`src/hdl/stream_aux_framing_map.svh`:
```
// register map, field positions and reset values of the framing config bank
// assumes inclusion by the bank module only
//
// Function
// - subcarrier frequency code, meaning per subcarrier or bpsk mode
// - two-bit pulse count code gives 1, 2, 4 or 8 pulses, single only bpsk
// - three-bit tx modulator period code, fc/128 down to fc/2, 111 unused
// - both registers default at power-up and set-default; tolerance bit is one
// - bit 7 set: receive every protocol without crc check
// - reqa, wupa and anticollision receive without crc regardless of bit 7
// - bit 6 set: crc still checked, crc bytes go to fifo and count
// - bit 5 selects ook or am; set by analog preset, changed by writes
// - bit 4 enables external field detector with peer threshold
// - bit 3 puts rf output driver in high impedance during ook
// - tolerance bit enables tolerant bpsk decoder and first-byte processing
// - bits 1..0 give n for the field-on nfc direct commands
`ifndef STREAM_AUX_FRAMING_MAP_SVH
`define STREAM_AUX_FRAMING_MAP_SVH
`define STREAM_MODE_OFFSET 8'h08
`define AUX_DEF_OFFSET 8'h09
// byte addresses on the bus are four times the register index
`define STREAM_MODE_ADDR 8'h20
`define AUX_DEF_ADDR 8'h24
`define STREAM_MODE_RESET 8'h00
`define AUX_DEF_RESET 8'h04
`define SCF_LSB 5
`define SCP_LSB 3
`define STX_LSB 0
`define NO_CRC_BIT 7
`define CRC_FIFO_BIT 6
`define MOD_AM_BIT 5
`define FD_EN_BIT 4
`define OOK_HIZ_BIT 3
`define RX_TOL_BIT 2
`define NFC_N_LSB 0
`endif

```
`src/hdl/stream_aux_framing_pkg.sv`:
```
// types shared by the framing config bank
// assumes the map header sits beside it
package stream_aux_framing_pkg;
  typedef enum logic [1:0] {resp_okay = 2'b00, resp_slverr = 2'b10} resp_type;
  typedef struct packed {
    logic [1:0] subcarrier_freq_sel;
    logic [1:0] report_pulse_count;
    logic [2:0] tx_period_sel;
  } stream_cfg_type;
  typedef struct packed {
    logic no_crc_rx;
    logic crc_to_fifo;
    logic modulation_type_sel;
    logic field_detector_enable;
    logic driver_hiz_during_ook;
    logic rx_tolerant;
    logic [1:0] field_on_count;
  } aux_cfg_type;
  typedef struct packed {
    logic bpsk_mode;
    logic auto_no_crc;
    logic ook_active;
  } framing_ctx_type;
endpackage : stream_aux_framing_pkg

```
`src/hdl/stream_aux_framing_config.sv`:
```
// axi4-lite register bank for stream mode and auxiliary framing settings
// assumes one clock, synchronous active-low reset and a master that holds
// valid and payload until ready
`timescale 1ns/1ps
`include "stream_aux_framing_map.svh"
module stream_aux_framing_config
  import stream_aux_framing_pkg::*;
(
  input wire logic aclk,
  input wire logic aresetn,
  input wire logic clk_en,
  input wire logic set_default,
  input wire logic analog_preset,
  input wire logic preset_am,
  input wire framing_ctx_type ctx,
  input wire logic [7:0] awaddr,
  input wire logic awvalid,
  output logic awready,
  input wire logic [31:0] wdata,
  input wire logic [3:0] wstrb,
  input wire logic wvalid,
  output logic wready,
  output logic [1:0] bresp,
  output logic bvalid,
  input wire logic bready,
  input wire logic [7:0] araddr,
  input wire logic arvalid,
  output logic arready,
  output logic [31:0] rdata,
  output logic [1:0] rresp,
  output logic rvalid,
  input wire logic rready,
  output stream_cfg_type stream_cfg,
  output aux_cfg_type aux_cfg,
  output logic [4:0] subcarrier_div_log2,
  output logic [3:0] report_pulses,
  output logic [7:0] tx_period_div,
  output logic rx_skip_crc,
  output logic crc_to_fifo,
  output logic rf_output_driver_hiz
);
  logic [7:0] stream_q;
  logic [7:0] aux_q;
  logic [7:0] aw_q;
  logic aw_have_q;
  logic [31:0] w_q;
  logic w_strb0_q;
  logic w_have_q;
  logic [7:0] wr_addr;
  logic [31:0] wr_data;
  logic wr_strb0;
  logic wr_fire;
  logic [7:0] rd_val;
  logic rd_hit;

  // accept each write channel once, hold until the response is taken
  assign awready = clk_en && !aw_have_q && !bvalid;
  assign wready = clk_en && !w_have_q && !bvalid;
  assign arready = clk_en && !rvalid;
  assign wr_addr = aw_have_q ? aw_q : awaddr;
  assign wr_data = w_have_q ? w_q : wdata;
  assign wr_strb0 = w_have_q ? w_strb0_q : wstrb[0];
  assign wr_fire = clk_en && !bvalid && (aw_have_q || awvalid)
    && (w_have_q || wvalid);

  // capture address and data in either order
  always_ff @(posedge aclk)
  begin
    if (!aresetn)
    begin
      aw_q <= 8'h00;
      aw_have_q <= 1'b0;
      w_q <= 32'h0;
      w_strb0_q <= 1'b0;
      w_have_q <= 1'b0;
    end
    else if (clk_en)
    begin
      if (wr_fire)
      begin
        aw_have_q <= 1'b0;
        w_have_q <= 1'b0;
      end
      else
      begin
        if (awvalid && awready)
        begin
          aw_q <= awaddr;
          aw_have_q <= 1'b1;
        end
        if (wvalid && wready)
        begin
          w_q <= wdata;
          w_strb0_q <= wstrb[0];
          w_have_q <= 1'b1;
        end
      end
    end
  end

  // write response, slverr on unmapped address
  always_ff @(posedge aclk)
  begin
    if (!aresetn)
    begin
      bvalid <= 1'b0;
      bresp <= resp_okay;
    end
    else if (clk_en)
    begin
      if (wr_fire)
      begin
        bvalid <= 1'b1;
        bresp <= (wr_addr == `STREAM_MODE_ADDR
          || wr_addr == `AUX_DEF_ADDR) ? resp_okay
          : resp_slverr;
      end
      else if (bready)
      begin
        bvalid <= 1'b0;
      end
    end
  end

  // stream mode register; bit 7 reserved, reads zero
  always_ff @(posedge aclk)
  begin
    if (!aresetn || (clk_en && set_default))
    begin
      stream_q <= `STREAM_MODE_RESET;
    end
    else if (clk_en && wr_fire && wr_strb0
      && wr_addr == `STREAM_MODE_ADDR)
    begin
      stream_q <= {1'b0, wr_data[6:0]};
    end
  end

  // auxiliary register; set-default first, then write, then preset
  always_ff @(posedge aclk)
  begin
    if (!aresetn || (clk_en && set_default))
    begin
      aux_q <= `AUX_DEF_RESET;
    end
    else if (clk_en)
    begin
      if (wr_fire && wr_strb0 && wr_addr == `AUX_DEF_ADDR)
      begin
        aux_q <= wr_data[7:0];
      end
      else if (analog_preset)
      begin
        aux_q[`MOD_AM_BIT] <= preset_am;
      end
    end
  end

  // read decode
  always_comb
  begin
    rd_hit = 1'b1;
    case (araddr)
      `STREAM_MODE_ADDR: rd_val = stream_q;
      `AUX_DEF_ADDR: rd_val = aux_q;
      default:
      begin
        rd_val = 8'h00;
        rd_hit = 1'b0;
      end
    endcase
  end

  // read channel, one cycle after acceptance
  always_ff @(posedge aclk)
  begin
    if (!aresetn)
    begin
      rvalid <= 1'b0;
      rdata <= 32'h0;
      rresp <= resp_okay;
    end
    else if (clk_en)
    begin
      if (arvalid && arready)
      begin
        rvalid <= 1'b1;
        rdata <= {24'h0, rd_val};
        rresp <= rd_hit ? resp_okay : resp_slverr;
      end
      else if (rready)
      begin
        rvalid <= 1'b0;
      end
    end
  end

  // field views
  always_comb
  begin
    stream_cfg.subcarrier_freq_sel = stream_q[`SCF_LSB +: 2];
    stream_cfg.report_pulse_count = stream_q[`SCP_LSB +: 2];
    stream_cfg.tx_period_sel = stream_q[`STX_LSB +: 3];
    aux_cfg.no_crc_rx = aux_q[`NO_CRC_BIT];
    aux_cfg.crc_to_fifo = aux_q[`CRC_FIFO_BIT];
    aux_cfg.modulation_type_sel = aux_q[`MOD_AM_BIT];
    aux_cfg.field_detector_enable = aux_q[`FD_EN_BIT];
    aux_cfg.driver_hiz_during_ook = aux_q[`OOK_HIZ_BIT];
    aux_cfg.rx_tolerant = aux_q[`RX_TOL_BIT];
    aux_cfg.field_on_count = aux_q[`NFC_N_LSB +: 2];
  end

  // decoded subcarrier exponent, pulse count and tx period divider; unused codes give zero
  always_comb
  begin
    case ({ctx.bpsk_mode, stream_cfg.subcarrier_freq_sel})
      3'b000: subcarrier_div_log2 = 5'd6;
      3'b001: subcarrier_div_log2 = 5'd5;
      3'b010: subcarrier_div_log2 = 5'd4;
      3'b011: subcarrier_div_log2 = 5'd3;
      3'b100: subcarrier_div_log2 = 5'd4;
      3'b101: subcarrier_div_log2 = 5'd3;
      3'b110: subcarrier_div_log2 = 5'd2;
      default: subcarrier_div_log2 = 5'd0;
    endcase
    // single pulse only in bpsk
    if (stream_cfg.report_pulse_count == 2'b00 && !ctx.bpsk_mode)
      report_pulses = 4'd0;
    else
      report_pulses = 4'd1 << stream_cfg.report_pulse_count;
    if (stream_cfg.tx_period_sel == 3'b111)
      tx_period_div = 8'd0;
    else
      tx_period_div = 8'd128 >> stream_cfg.tx_period_sel;
  end

  // registered framing controls
  always_ff @(posedge aclk)
  begin
    if (!aresetn)
    begin
      rx_skip_crc <= 1'b0;
      crc_to_fifo <= 1'b0;
      rf_output_driver_hiz <= 1'b0;
    end
    else if (clk_en)
    begin
      rx_skip_crc <= aux_cfg.no_crc_rx || ctx.auto_no_crc;
      crc_to_fifo <= aux_cfg.crc_to_fifo;
      rf_output_driver_hiz <= aux_cfg.driver_hiz_during_ook
        && ctx.ook_active && !aux_cfg.modulation_type_sel;
    end
  end

  // response held until taken
  bvalid_hold_a: assert property (@(posedge aclk) disable iff (!aresetn)
    bvalid && !bready |=> bvalid) else $error("bvalid dropped");
  // set-default restores tolerance bit
  default_aux_a: assert property (@(posedge aclk) disable iff (!aresetn)
    clk_en && set_default |=> aux_q == 8'h04)
    else $error("aux default wrong");
  default_stream_a: assert property (@(posedge aclk) disable iff (!aresetn)
    clk_en && set_default |=> stream_q == 8'h00)
    else $error("stream default wrong");
  skip_crc_a: assert property (@(posedge aclk) disable iff (!aresetn)
    clk_en && (aux_q[7] || ctx.auto_no_crc) |=> rx_skip_crc)
    else $error("crc not skipped");
  auto_crc_a: assert property (@(posedge aclk) disable iff (!aresetn)
    clk_en && ctx.auto_no_crc && !aux_q[7] |=> rx_skip_crc)
    else $error("auto no crc missed");
  crc_fifo_a: assert property (@(posedge aclk) disable iff (!aresetn)
    clk_en |=> crc_to_fifo == $past(aux_q[6]))
    else $error("crc to fifo wrong");
  preset_am_a: assert property (@(posedge aclk) disable iff (!aresetn)
    clk_en && analog_preset && !set_default && !wr_fire
    |=> aux_q[5] == $past(preset_am)) else $error("preset lost");
  hiz_am_a: assert property (@(posedge aclk) disable iff (!aresetn)
    clk_en && aux_q[5] |=> !rf_output_driver_hiz)
    else $error("hiz in am");
  tx_div_a: assert property (@(posedge aclk) disable iff (!aresetn)
    stream_q[2:0] == 3'b000 |-> tx_period_div == 8'd128)
    else $error("tx div wrong");
  pulse_a: assert property (@(posedge aclk) disable iff (!aresetn)
    stream_q[4:3] == 2'b11 |-> report_pulses == 4'd8)
    else $error("pulse count wrong");
  sc_div_a: assert property (@(posedge aclk) disable iff (!aresetn)
    !ctx.bpsk_mode && stream_q[6:5] == 2'b00 |-> subcarrier_div_log2 == 5'd6)
    else $error("subcarrier div wrong");
  // read response held until taken
  rvalid_hold_a: assert property (@(posedge aclk) disable iff (!aresetn)
    rvalid && !rready |=> rvalid) else $error("rvalid dropped");
  // read data stable while pending
  rdata_hold_a: assert property (@(posedge aclk) disable iff (!aresetn)
    rvalid && !rready |=> $stable(rdata))
    else $error("rdata changed");
  // reserved stream bit stays zero
  stream_bit7_a: assert property (@(posedge aclk) disable iff (!aresetn)
    stream_q[7] == 1'b0) else $error("stream bit7 set");
  // low clock enable freezes both registers
  freeze_stream_a: assert property (@(posedge aclk) disable iff (!aresetn)
    !clk_en |=> $stable(stream_q)) else $error("stream moved");
  freeze_aux_a: assert property (@(posedge aclk) disable iff (!aresetn)
    !clk_en |=> $stable(aux_q)) else $error("aux moved");
  // no handshake accepted while frozen
  ready_freeze_a: assert property (@(posedge aclk) disable iff (!aresetn)
    !clk_en |-> !awready && !wready && !arready)
    else $error("ready while frozen");
  // cleared byte strobe leaves registers alone
  strobe_mask_a: assert property (@(posedge aclk) disable iff (!aresetn)
    clk_en && wr_fire && !wr_strb0 && !set_default && !analog_preset
    |=> $stable(aux_q) && $stable(stream_q))
    else $error("masked write landed");
  // tolerance bit back to one after set-default
  tol_default_a: assert property (@(posedge aclk) disable iff (!aresetn)
    clk_en && set_default |=> aux_cfg.rx_tolerant)
    else $error("tolerance not set");
  // aux write lands whole, field-on count included
  aux_write_a: assert property (@(posedge aclk) disable iff (!aresetn)
    clk_en && wr_fire && wr_strb0 && wr_addr == `AUX_DEF_ADDR
    && !set_default |=> aux_q == $past(wr_data[7:0]))
    else $error("aux write lost");
  // detector enable follows the written bit
  fd_view_a: assert property (@(posedge aclk) disable iff (!aresetn)
    clk_en && wr_fire && wr_strb0 && wr_addr == `AUX_DEF_ADDR
    && !set_default |=> aux_cfg.field_detector_enable == $past(wr_data[4]))
    else $error("detector enable wrong");
  // driver goes high impedance in ook when asked
  hiz_ook_a: assert property (@(posedge aclk) disable iff (!aresetn)
    clk_en && aux_q[3] && ctx.ook_active && !aux_q[5]
    |=> rf_output_driver_hiz) else $error("hiz missing");
  // single pulse refused outside bpsk
  pulse_single_a: assert property (@(posedge aclk) disable iff (!aresetn)
    !ctx.bpsk_mode && stream_q[4:3] == 2'b00 |-> report_pulses == 4'd0)
    else $error("single pulse outside bpsk");
  // unused period code gives zero
  tx_unused_a: assert property (@(posedge aclk) disable iff (!aresetn)
    stream_q[2:0] == 3'b111 |-> tx_period_div == 8'd0)
    else $error("unused period decoded");
endmodule : stream_aux_framing_config

```
`config.mk`:
```
export PLATFORM = sky130hd
export DESIGN_NAME = stream_aux_framing_config
export DESIGN_NICKNAME = d
export VERILOG_FILES = /design/src/hdl/stream_aux_framing_pkg.sv /design/src/hdl/stream_aux_framing_config.sv
export VERILOG_INCLUDE_DIRS = /design/src /design/src/hdl
export SDC_FILE = /design/constraint.sdc
export NUM_CORES = 1
export LEC_CHECK = 0
export BUFFER_PORTS_ARGS = -buffer_cell sky130_fd_sc_hd__buf_4
export CAP_MARGIN = 5
export CORE_UTILIZATION = 40
export DETAILED_ROUTE_END_ITERATION = 6
export PLACE_DENSITY = 0.75
export SYNTH_ARGS = -nofsm -noshare
export SYNTH_HDL_FRONTEND = slang
export SYNTH_SLANG_ARGS = --single-unit
```
`constraint.sdc`:
```
create_clock -name aclk -period 3.4 [get_ports aclk]
set_input_delay 0.17 -clock aclk [delete_from_list [all_inputs] [get_ports aclk]]
set_output_delay 0.17 -clock aclk [all_outputs]
set_load 0.02 [all_outputs]
```
==> impl_metrics.ini, run 1 <==
[worst_setup_path]
critical_path_required_ns = 3.57
critical_path_class = reg -> reg
start_kind = flop
cp_data_arrival_time_ns = 2.27
crit_path_end_kind = flop
cp_max_fo = 13

[route]
drt_pass1_iterations = 4
dr.first_iter.drc_count = 87
post-route-drc-count = 0
vias = 2114
antenna_left = 0
wl_per_cell_um = 13.76
viasPerCell = 4.871
drt-total-wl_um = 5972

[sta]
finalSetupTns_ns = 0
drv_slew = 0
whs_ns = 0.1269
rsz0062_at_grt = false
period_share_pct = 61.70
fmax_ghz = 0.4767
worst_pin_slew_ns = 0.6693
relSlewSlack_pct = 55.15
finalWorstSetupSlack_ns = 1.302
finClkSkew_ns = 0.007338
fin_crit_ns = 2.098
report.final.setup_viol = 0
hold_viol = 0

[floorplanning]
die_area_um2 = 6881
start_util_pct = 41.28
rows = 29
core_area_um2 = 6350
die_h_um = 82.95
io_pins = 142
die_x_um = 82.95

[pwr]
power_density_nw_per_um2 = 342.3
p_leak_nw = 1.517
max-vdd-ir-drop_v = 0.0001824

[layout]
post-route-util_pct = 51.49
fin_nets = 423
area_growth_pct = 24.73
drive_gt1_share_pct = 31.93
diodes = 0

[cts]
clock-root-buffer = clkbuf_8
ctsLongestPathBuffers = 2
cts_max_level = 2
clock_latency_ns = 0.30
post_cts_buffers = 0
cts_resized = 0
clock_sinks = 49
clk_pin_slew_worst_paths_ns = 0.09
ctsHoldBuffers = 0
cts_buffers = 5
cts_tree = built

[synthesis]
yosysWarnings = 0
synthCells = 279
syn_avg_cell_area_um2 = 9.395
ys_types = 43
yosysSeqAreaShare_pct = 37.42
synth-seq-cells = 49
syn_area_um2 = 2621

[global_routing]
antenna_found_initial = 0
track_usage_pct = 17.61
grt_pass1_wl_um = 9867
grt_pass1_vias = 2012
grt_start_max_net_pins = 37
grt_overflow = 0

[place]
io_buffers = 85
gp_congestion = 0.7779
dpl.hpwl_um = 4474
place_ws_ns = 1.358

[status]
status = completed

[min_path]
min_path_type = in -> reg

[job]
cap_viol_max_count = 0
## cells in the mapped netlist, drive strengths merged
library cell  number  share of area (%)
nand3b             1               0.29
or3                2               0.67
nor4b              1               0.57
a21oi              3               0.57
a22oi              7                2.0
inv                5               0.72
and4bb             1               0.48
a2111oi            1               0.33
nor3b              4                1.1
mux2              14                6.0
buf               33                9.2
a32oi              1               0.33
a2111o             1               0.43
and3               1               0.24
nor2               9                1.3
o211ai             2               0.76
and2               4               0.95
nor4               4                1.5
clkbuf            10                1.4
o21ai              6                1.1
o31a               1               0.33
conb               1               0.14
or4                2               0.72
nand2b             3                1.0
nand4b             3                1.0
a21boi             5                1.4
nand2             34                4.9
dfxtp             49                 37
nor2b             30                7.2
fa                 1               0.76
nor3               3               0.57
a211oi             3                1.5
mux2i             34                 13
## cell usage in the layout, fill, tap and decap left out, types with 2 or more instances in the layout
cell and n:
a22oi_1 7, and2_1 4, nor4_1 3, mux2_2 13
mux2i_1 34, nor2b_1 30, nor3_1 3, buf_4 85
clkinv_2 2, inv_1 5, dfxtp_1 49, conb_1 29
a21oi_1 3, nor3b_1 4, a21boi_0 4, nand4b_1 3
nand2b_1 2, o21ai_0 6, nor2_1 9, nand2_1 34
clkbuf_8 5
## final timing paths
check                              start  depth (start not counted)     endpoint  slack, ns
worst max-delay path            w_have_q                          4  stream_q[2]       1.30
worst min-delay path            wdata[3]                          3       w_q[3]       0.13
worst max register to register  w_have_q                          4  stream_q[2]       1.30
worst min register to register  bresp[1]                          2     bresp[1]       0.48
## cell families after synthesis
group	after synthesis	synth area share [%]
AND/OR/NAND/NOR	102	22.48
buffers and inverters	48	11.31
other	1	0.1431
flip-flops	49	37.42
adder cells (fa/ha/maj)	1	0.7638
AO/OA/AOI/OAI	30	8.879
multiplexers	48	19.00
## critical path, stage by stage (launching register included)
cell	delay, ns
dfxtp_1	0.67
nor2_1	0.18
or4_4	0.55
a2111oi_0	0.47
a211oi_1	0.09
## where the power goes
part / switching, mW / internal, mW / total [mW]
clock network: 0.199 / 0.142 / 0.341
registers: 0.0114 / 0.586 / 0.598
logic: 0.102 / 0.0785 / 0.180
## layout make-up
type | count | area, µm²
repair buffers | 85 | 638.1
clock inverters | 3 | 17.52
flip-flops and latches | 49 | 980.9
fillers | 585 | 3080
clock buffers | 5 | 68.82
well taps | 77 | 96.34
inverters | 5 | 18.77
multi-input cells | 210 | 1449
## sequential cells by signal, indices dropped and copies added, names as in the netlist
register,flops
crc_to_fifo,1
rx_skip_crc,1
rresp,1
rdata,8
aw_have_q,1
w_have_q,1
w_q,8
aw_q,8
w_strb0_q,1
aux_cfg,8
rf_output_driver_hiz,1
rvalid,1
bvalid,1
bresp,1
stream_q,7
## metrics by stage
step,cells,total power [mW],cell area (µm²)
2_1_floorplan,307,0.7507,2726
3_3_place_gp,426,0.7882,3183
3_5_place_dp,426,0.7913,3183
4_1_cts,434,1.133,3269
5_1_grt,434,1.179,3269
6_report,434,1.119,3269
## metal layers
metal  track usage (%)  routed length, µm  part of all wire (%)  vias up
met2             29.36               2853                    48       71
li1                  -                  -                     -     1053
met4             3.762                 38                  0.64        0
met3             4.970                326                   5.5        6
met1             22.67               2754                    46      984
met5                 0                  0                     0        -
(Power assumes the default switching activity.)
==> run 2, diff against run 1 <==
==> constraint.sdc (replaced) <==
create_clock -name aclk -period 2.03 [get_ports aclk]
set_input_delay 0.1015 -clock aclk [delete_from_list [all_inputs] [get_ports aclk]]
set_output_delay 0.1015 -clock aclk [all_outputs]
set_load 0.02 [all_outputs]
==> run 2 against run 1 <==
Setup slack worse by 1.1 ns. Highest routed layer unchanged. Die area unchanged. Sequential share of layout area down 0.54 points. Register-to-register slack worse by 1.1 ns. Clock power up 110%. Core utilization up 0.95 points. Largest cell class unchanged. Power up 81%. Cell area up 1.8%. Wire length down 1.6%.
==> impl_metrics.ini, run 2 (synthesis gave the netlist of run 1 again) <==
[route]
dr.first_iter.drc_count = 63
drt-total-wl_um = 5877
drt_pass1_iterations = 4
viasPerCell = 4.806
antenna_left = 0
post-route-drc-count = 0
wl_per_cell_um = 13.42
vias = 2105

[pwr]
p_leak_nw = 1.551
p_int_mw = 1.520
p_seq_share_pct = 49.0
combPwrFrac_pct = 15.4
switching_share_pct = 25.12
fin_total_pwr_mw = 2.030
power_frac_clock_pct = 35.6
p_switching_uw = 509.9
power_density_nw_per_um2 = 609.7
max-vdd-ir-drop_v = 0.0002811

[floorplanning]
io_pins = 142
rows = 29
start_util_pct = 41.28
core_area_um2 = 6350
die_x_um = 82.95
die_h_um = 82.95
die_area_um2 = 6881

[worst_setup_path]
critical_path_class = reg -> reg
crit_path_end_kind = flop
start_kind = flop
cp_max_fo = 6
rr_startpoint = bvalid
cp_data_arrival_time_ns = 1.97
critical_path_required_ns = 2.20
critPathLaunch = bvalid

[sta]
period_share_pct = 88.50
finalSetupTns_ns = 0
drv_slew = 0
hold_viol = 0
finClkSkew_ns = 0.002773
worst_pin_slew_ns = 0.6532
rsz0062_at_grt = false
fmax_ghz = 0.5566
report.final.setup_viol = 0
relSlewSlack_pct = 56.46
fin_crit_ns = 1.796

[global_routing]
antenna_found_initial = 0
grt_start_max_net_pins = 37
grt_overflow = 0
grt_pass1_wl_um = 9377
grt_pass1_vias = 1955
track_usage_pct = 16.78

[cts]
ctsLongestPathBuffers = 2
ctsHoldBuffers = 0
cts_max_level = 2
clk_pin_slew_worst_paths_ns = 0.09
clock-root-buffer = clkbuf_8
cts_tree = built
cts_resized = 0
post_cts_buffers = 0
cts_buffers = 5
clock_latency_ns = 0.30
clock_sinks = 49

[place]
post_dp_cell_area_um2 = 3213
gp_congestion = 0.7717
dpl.hpwl_um = 4479
io_buffers = 85

[layout]
diodes = 0
fin_nets = 427
fill_cells = 609
regArea_um2 = 980.9
area_growth_pct = 27.02
layout_commonest_cell = buf_4
design_area_um2 = 3329
post-route-util_pct = 52.43
drive_gt1_share_pct = 32.41
final_cell_mix = 89 x buf_4, 49 x dfxtp_1, 34 x nand2_1, 34 x mux2i_1, 30 x nor2b_1
multiInputGateArea_um2 = 1449

[min_path]
min_path_type = in -> reg
min_from = ctx[1]

[job]
cap_viol_max_count = 0

[status]
status = completed
## run 2: worst paths after layout
kind / endpoint / slack [ns] / cells after the start
worst max register to register: stream_q[2] / 0.23 / 4
worst min register to register: bresp[1] / 0.47 / 2
worst max-delay path: stream_q[2] / 0.23 / 4
worst min-delay path: rx_skip_crc / 0.06 / 3
## run 2: cell type report
| type | count | share of cell area (%) |
|---|---|---|
| Tap cell | 77 | 2.894 |
| Inverter | 5 | 0.5637 |
| Clock buffer | 7 | 2.593 |
| Timing Repair Buffer | 89 | 20.07 |
| Multi-Input combinational cell | 210 | 43.52 |
| Clock inverter | 1 | 0.9019 |
| Sequential cell | 49 | 29.46 |
## run 2: worst max-delay path, cell delays in order (launching register included)
cell and delay, ns:
dfxtp_1 0.35, nand2b_4 0.18, or4_4 0.58, a2111oi_0 0.47
a211oi_1 0.10
## run 2: per-stage QoR
stage	instances	hold WS, ns	setup slack (ns)
finish	438	0.06085	0.2335
floorplan	307	0.2547	0.3627
global route	438	0.05388	0.1831
global placement	430	0.3561	0.2857
detailed placement	430	0.3703	0.2544
CTS	438	0.05602	0.2484
## run 2: per-layer routing
metal  wire [µm]  up-vias  global-route usage [%]
met5           0        -                       0
met4          37        0                   4.232
met3         311        5                   3.976
met2        2786       67                   28.09
met1        2742      975                   21.72
li1            -     1058                       -
## run 2: power groups by stage
stage / clock, mW / combinational (mW) / sequential [mW]
global route: 0.774 / 0.340 / 0.998
floorplan: 0 / 0.234 / 1.02
CTS: 0.739 / 0.315 / 0.995
global placement: 0 / 0.310 / 1.02
detailed placement: 0 / 0.314 / 1.02
finish: 0.722 / 0.313 / 0.995
==> run 3, diff against run 2 <==
--- a/config.mk
+++ b/config.mk
@@ -7,10 +7,11 @@
 export NUM_CORES = 1
 export LEC_CHECK = 0
 export BUFFER_PORTS_ARGS = -buffer_cell sky130_fd_sc_hd__buf_4
-export CAP_MARGIN = 5
+export CAP_MARGIN = 20
 export CORE_UTILIZATION = 40
 export DETAILED_ROUTE_END_ITERATION = 6
 export PLACE_DENSITY = 0.75
+export REMOVE_ABC_BUFFERS = 1
 export SYNTH_ARGS = -nofsm -noshare
 export SYNTH_HDL_FRONTEND = slang
 export SYNTH_SLANG_ARGS = --single-unit
==> run 3 against run 2 <==
Die area is the same. Worst hold slack is essentially flat. Cell count is the same. Power is essentially flat. Global-route usage shrank 0.19 points. Combinational power is essentially flat. Setup slack lost 0.065 ns. First-iteration DRC count grew 7.9%. Clock skew grew 0.0011 ns. Highest routed layer unchanged.
==> impl_metrics.ini, run 3 (synthesis gave the netlist of run 1 again) <==
[status]
status = completed

[route]
post-route-drc-count = 0
drt_pass1_iterations = 5
dr.first_iter.drc_count = 68
viasPerCell = 4.865
antenna_left = 0
drt-total-wl_um = 5605
vias = 2131
wl_per_cell_um = 12.80

[sta]
finalWorstSetupSlack_ns = 0.1682
period_share_pct = 91.72
fmax_ghz = 0.5371
report.final.setup_viol = 0
rsz0062_at_grt = false
finClkSkew_ns = 0.003895
drv_slew = 0
worst_pin_slew_ns = 0.6528
hold_viol = 0
fin_crit_ns = 1.862
relSlewSlack_pct = 56.48
finalSetupTns_ns = 0

[worst_setup_path]
cp_data_arrival_time_ns = 2.09
crit_path_end_kind = flop
critical_path_class = reg -> reg
cp_max_fo = 8
start_kind = flop
critical_path_required_ns = 2.26

[pwr]
p_seq_share_pct = 49.1
power_density_nw_per_um2 = 609.2
p_int_mw = 1.520
max-vdd-ir-drop_v = 0.0004909
combPwrFrac_pct = 15.5
switching_share_pct = 25.06
p_switching_uw = 508.3
power_frac_clock_pct = 35.4
p_leak_nw = 1.550

[layout]
regArea_um2 = 980.9
area_growth_pct = 27.02
layout_commonest_cell = buf_4
design_area_um2 = 3329
drive_gt1_share_pct = 32.41
fin_nets = 427
final_cell_mix = 89 x buf_4, 49 x dfxtp_1, 34 x nand2_1, 34 x mux2i_1, 30 x nor2b_1
diodes = 0
fill_cells = 615
multiInputGateArea_um2 = 1449

[global_routing]
antenna_found_initial = 0
grt_start_max_net_pins = 36
met2_usage_pct = 26.15
grt.busiest_layer = met2
grt_pass1_wl_um = 9294
groute.layer.met3.usage_pct = 4.076
track_usage_pct = 16.59
grt_overflow = 0
grt_pass1_vias = 1916
met1_usage_pct = 22.38

[job]
cap_viol_max_count = 0

[place]
place_ws_ns = 0.1848
post_dp_cell_area_um2 = 3213
dpl.hpwl_um = 4299
io_buffers = 85
gp_congestion = 0.7585

[cts]
clock_sinks = 49
ctsLongestPathBuffers = 2
clock-root-buffer = clkbuf_8
cts_tree = built
ctsHoldBuffers = 0
cts_buffers = 5
post_cts_buffers = 0
cts_max_level = 2
clk_pin_slew_worst_paths_ns = 0.09
clock_latency_ns = 0.29
cts_resized = 0

[floorplanning]
die_h_um = 82.95
die_x_um = 82.95
core_area_um2 = 6350
die_area_um2 = 6881
start_util_pct = 41.28
io_pins = 142
rows = 29

[min_path]
min_path_type = in -> reg
-- run 3: cell counts in the layout (fill, tap and decap cells not counted) --
No cell type changed its count.
-- run 3: path summary, 6_finish.rpt --
path / startpoint / endpoint / slack, ns / cells after the start
worst max-delay path: aw_have_q / aux_cfg[4] / 0.17 / 4
worst max register to register: aw_have_q / aux_cfg[4] / 0.17 / 4
worst min register to register: bresp[1] / bresp[1] / 0.46 / 2
worst min-delay path: ctx[1] / rx_skip_crc / 0.06 / 3
-- run 3: area by class of cell --
class                   count  area share [%]
repair buffers             89           20.07
well taps                  77           2.894
multi-input cells         210           43.52
clock inverters             1          0.9019
inverters                   5          0.5637
clock buffers               7           2.593
flip-flops and latches     49           29.46
-- run 3: per-stage QoR --
stage	utilization (%)	power (mW)	instances	hold slack, ns
after floorplan	-	1.200	264	0.1909
after global placement	50.60	1.329	430	0.3649
after CTS	52.43	2.039	438	0.04916
after detailed placement	50.60	1.333	430	0.3645
after global routing	52.43	2.104	438	0.06944
final	52.43	2.028	438	0.06120
-- run 3: power groups by stage --
stage          Sequential, mW  Combinational, mW  Clock [mW]
2_1_floorplan            1.03              0.172           0
3_3_place_gp             1.02              0.311           0
3_5_place_dp             1.02              0.314           0
4_1_cts                 0.996              0.315       0.728
5_1_grt                  1.00              0.342       0.762
6_report                0.996              0.314       0.719
-- run 3: per-layer routing --
| layer | routed length (µm) | share of wire [%] | vias up |
|---|---|---|---|
| li1 | - | - | 1055 |
| met1 | 2588 | 46 | 997 |
| met2 | 2635 | 47 | 72 |
| met3 | 317 | 5.7 | 7 |
| met4 | 64 | 1.1 | 0 |
| met5 | 0 | 0 | - |
-- run 3: worst max-delay path, stage by stage, from the launching register on --
cell and delay, ns:
dfxtp_1 0.49, nor2_1 0.16, or4_4 0.57, a211oi_4 0.34, mux2i_1 0.23
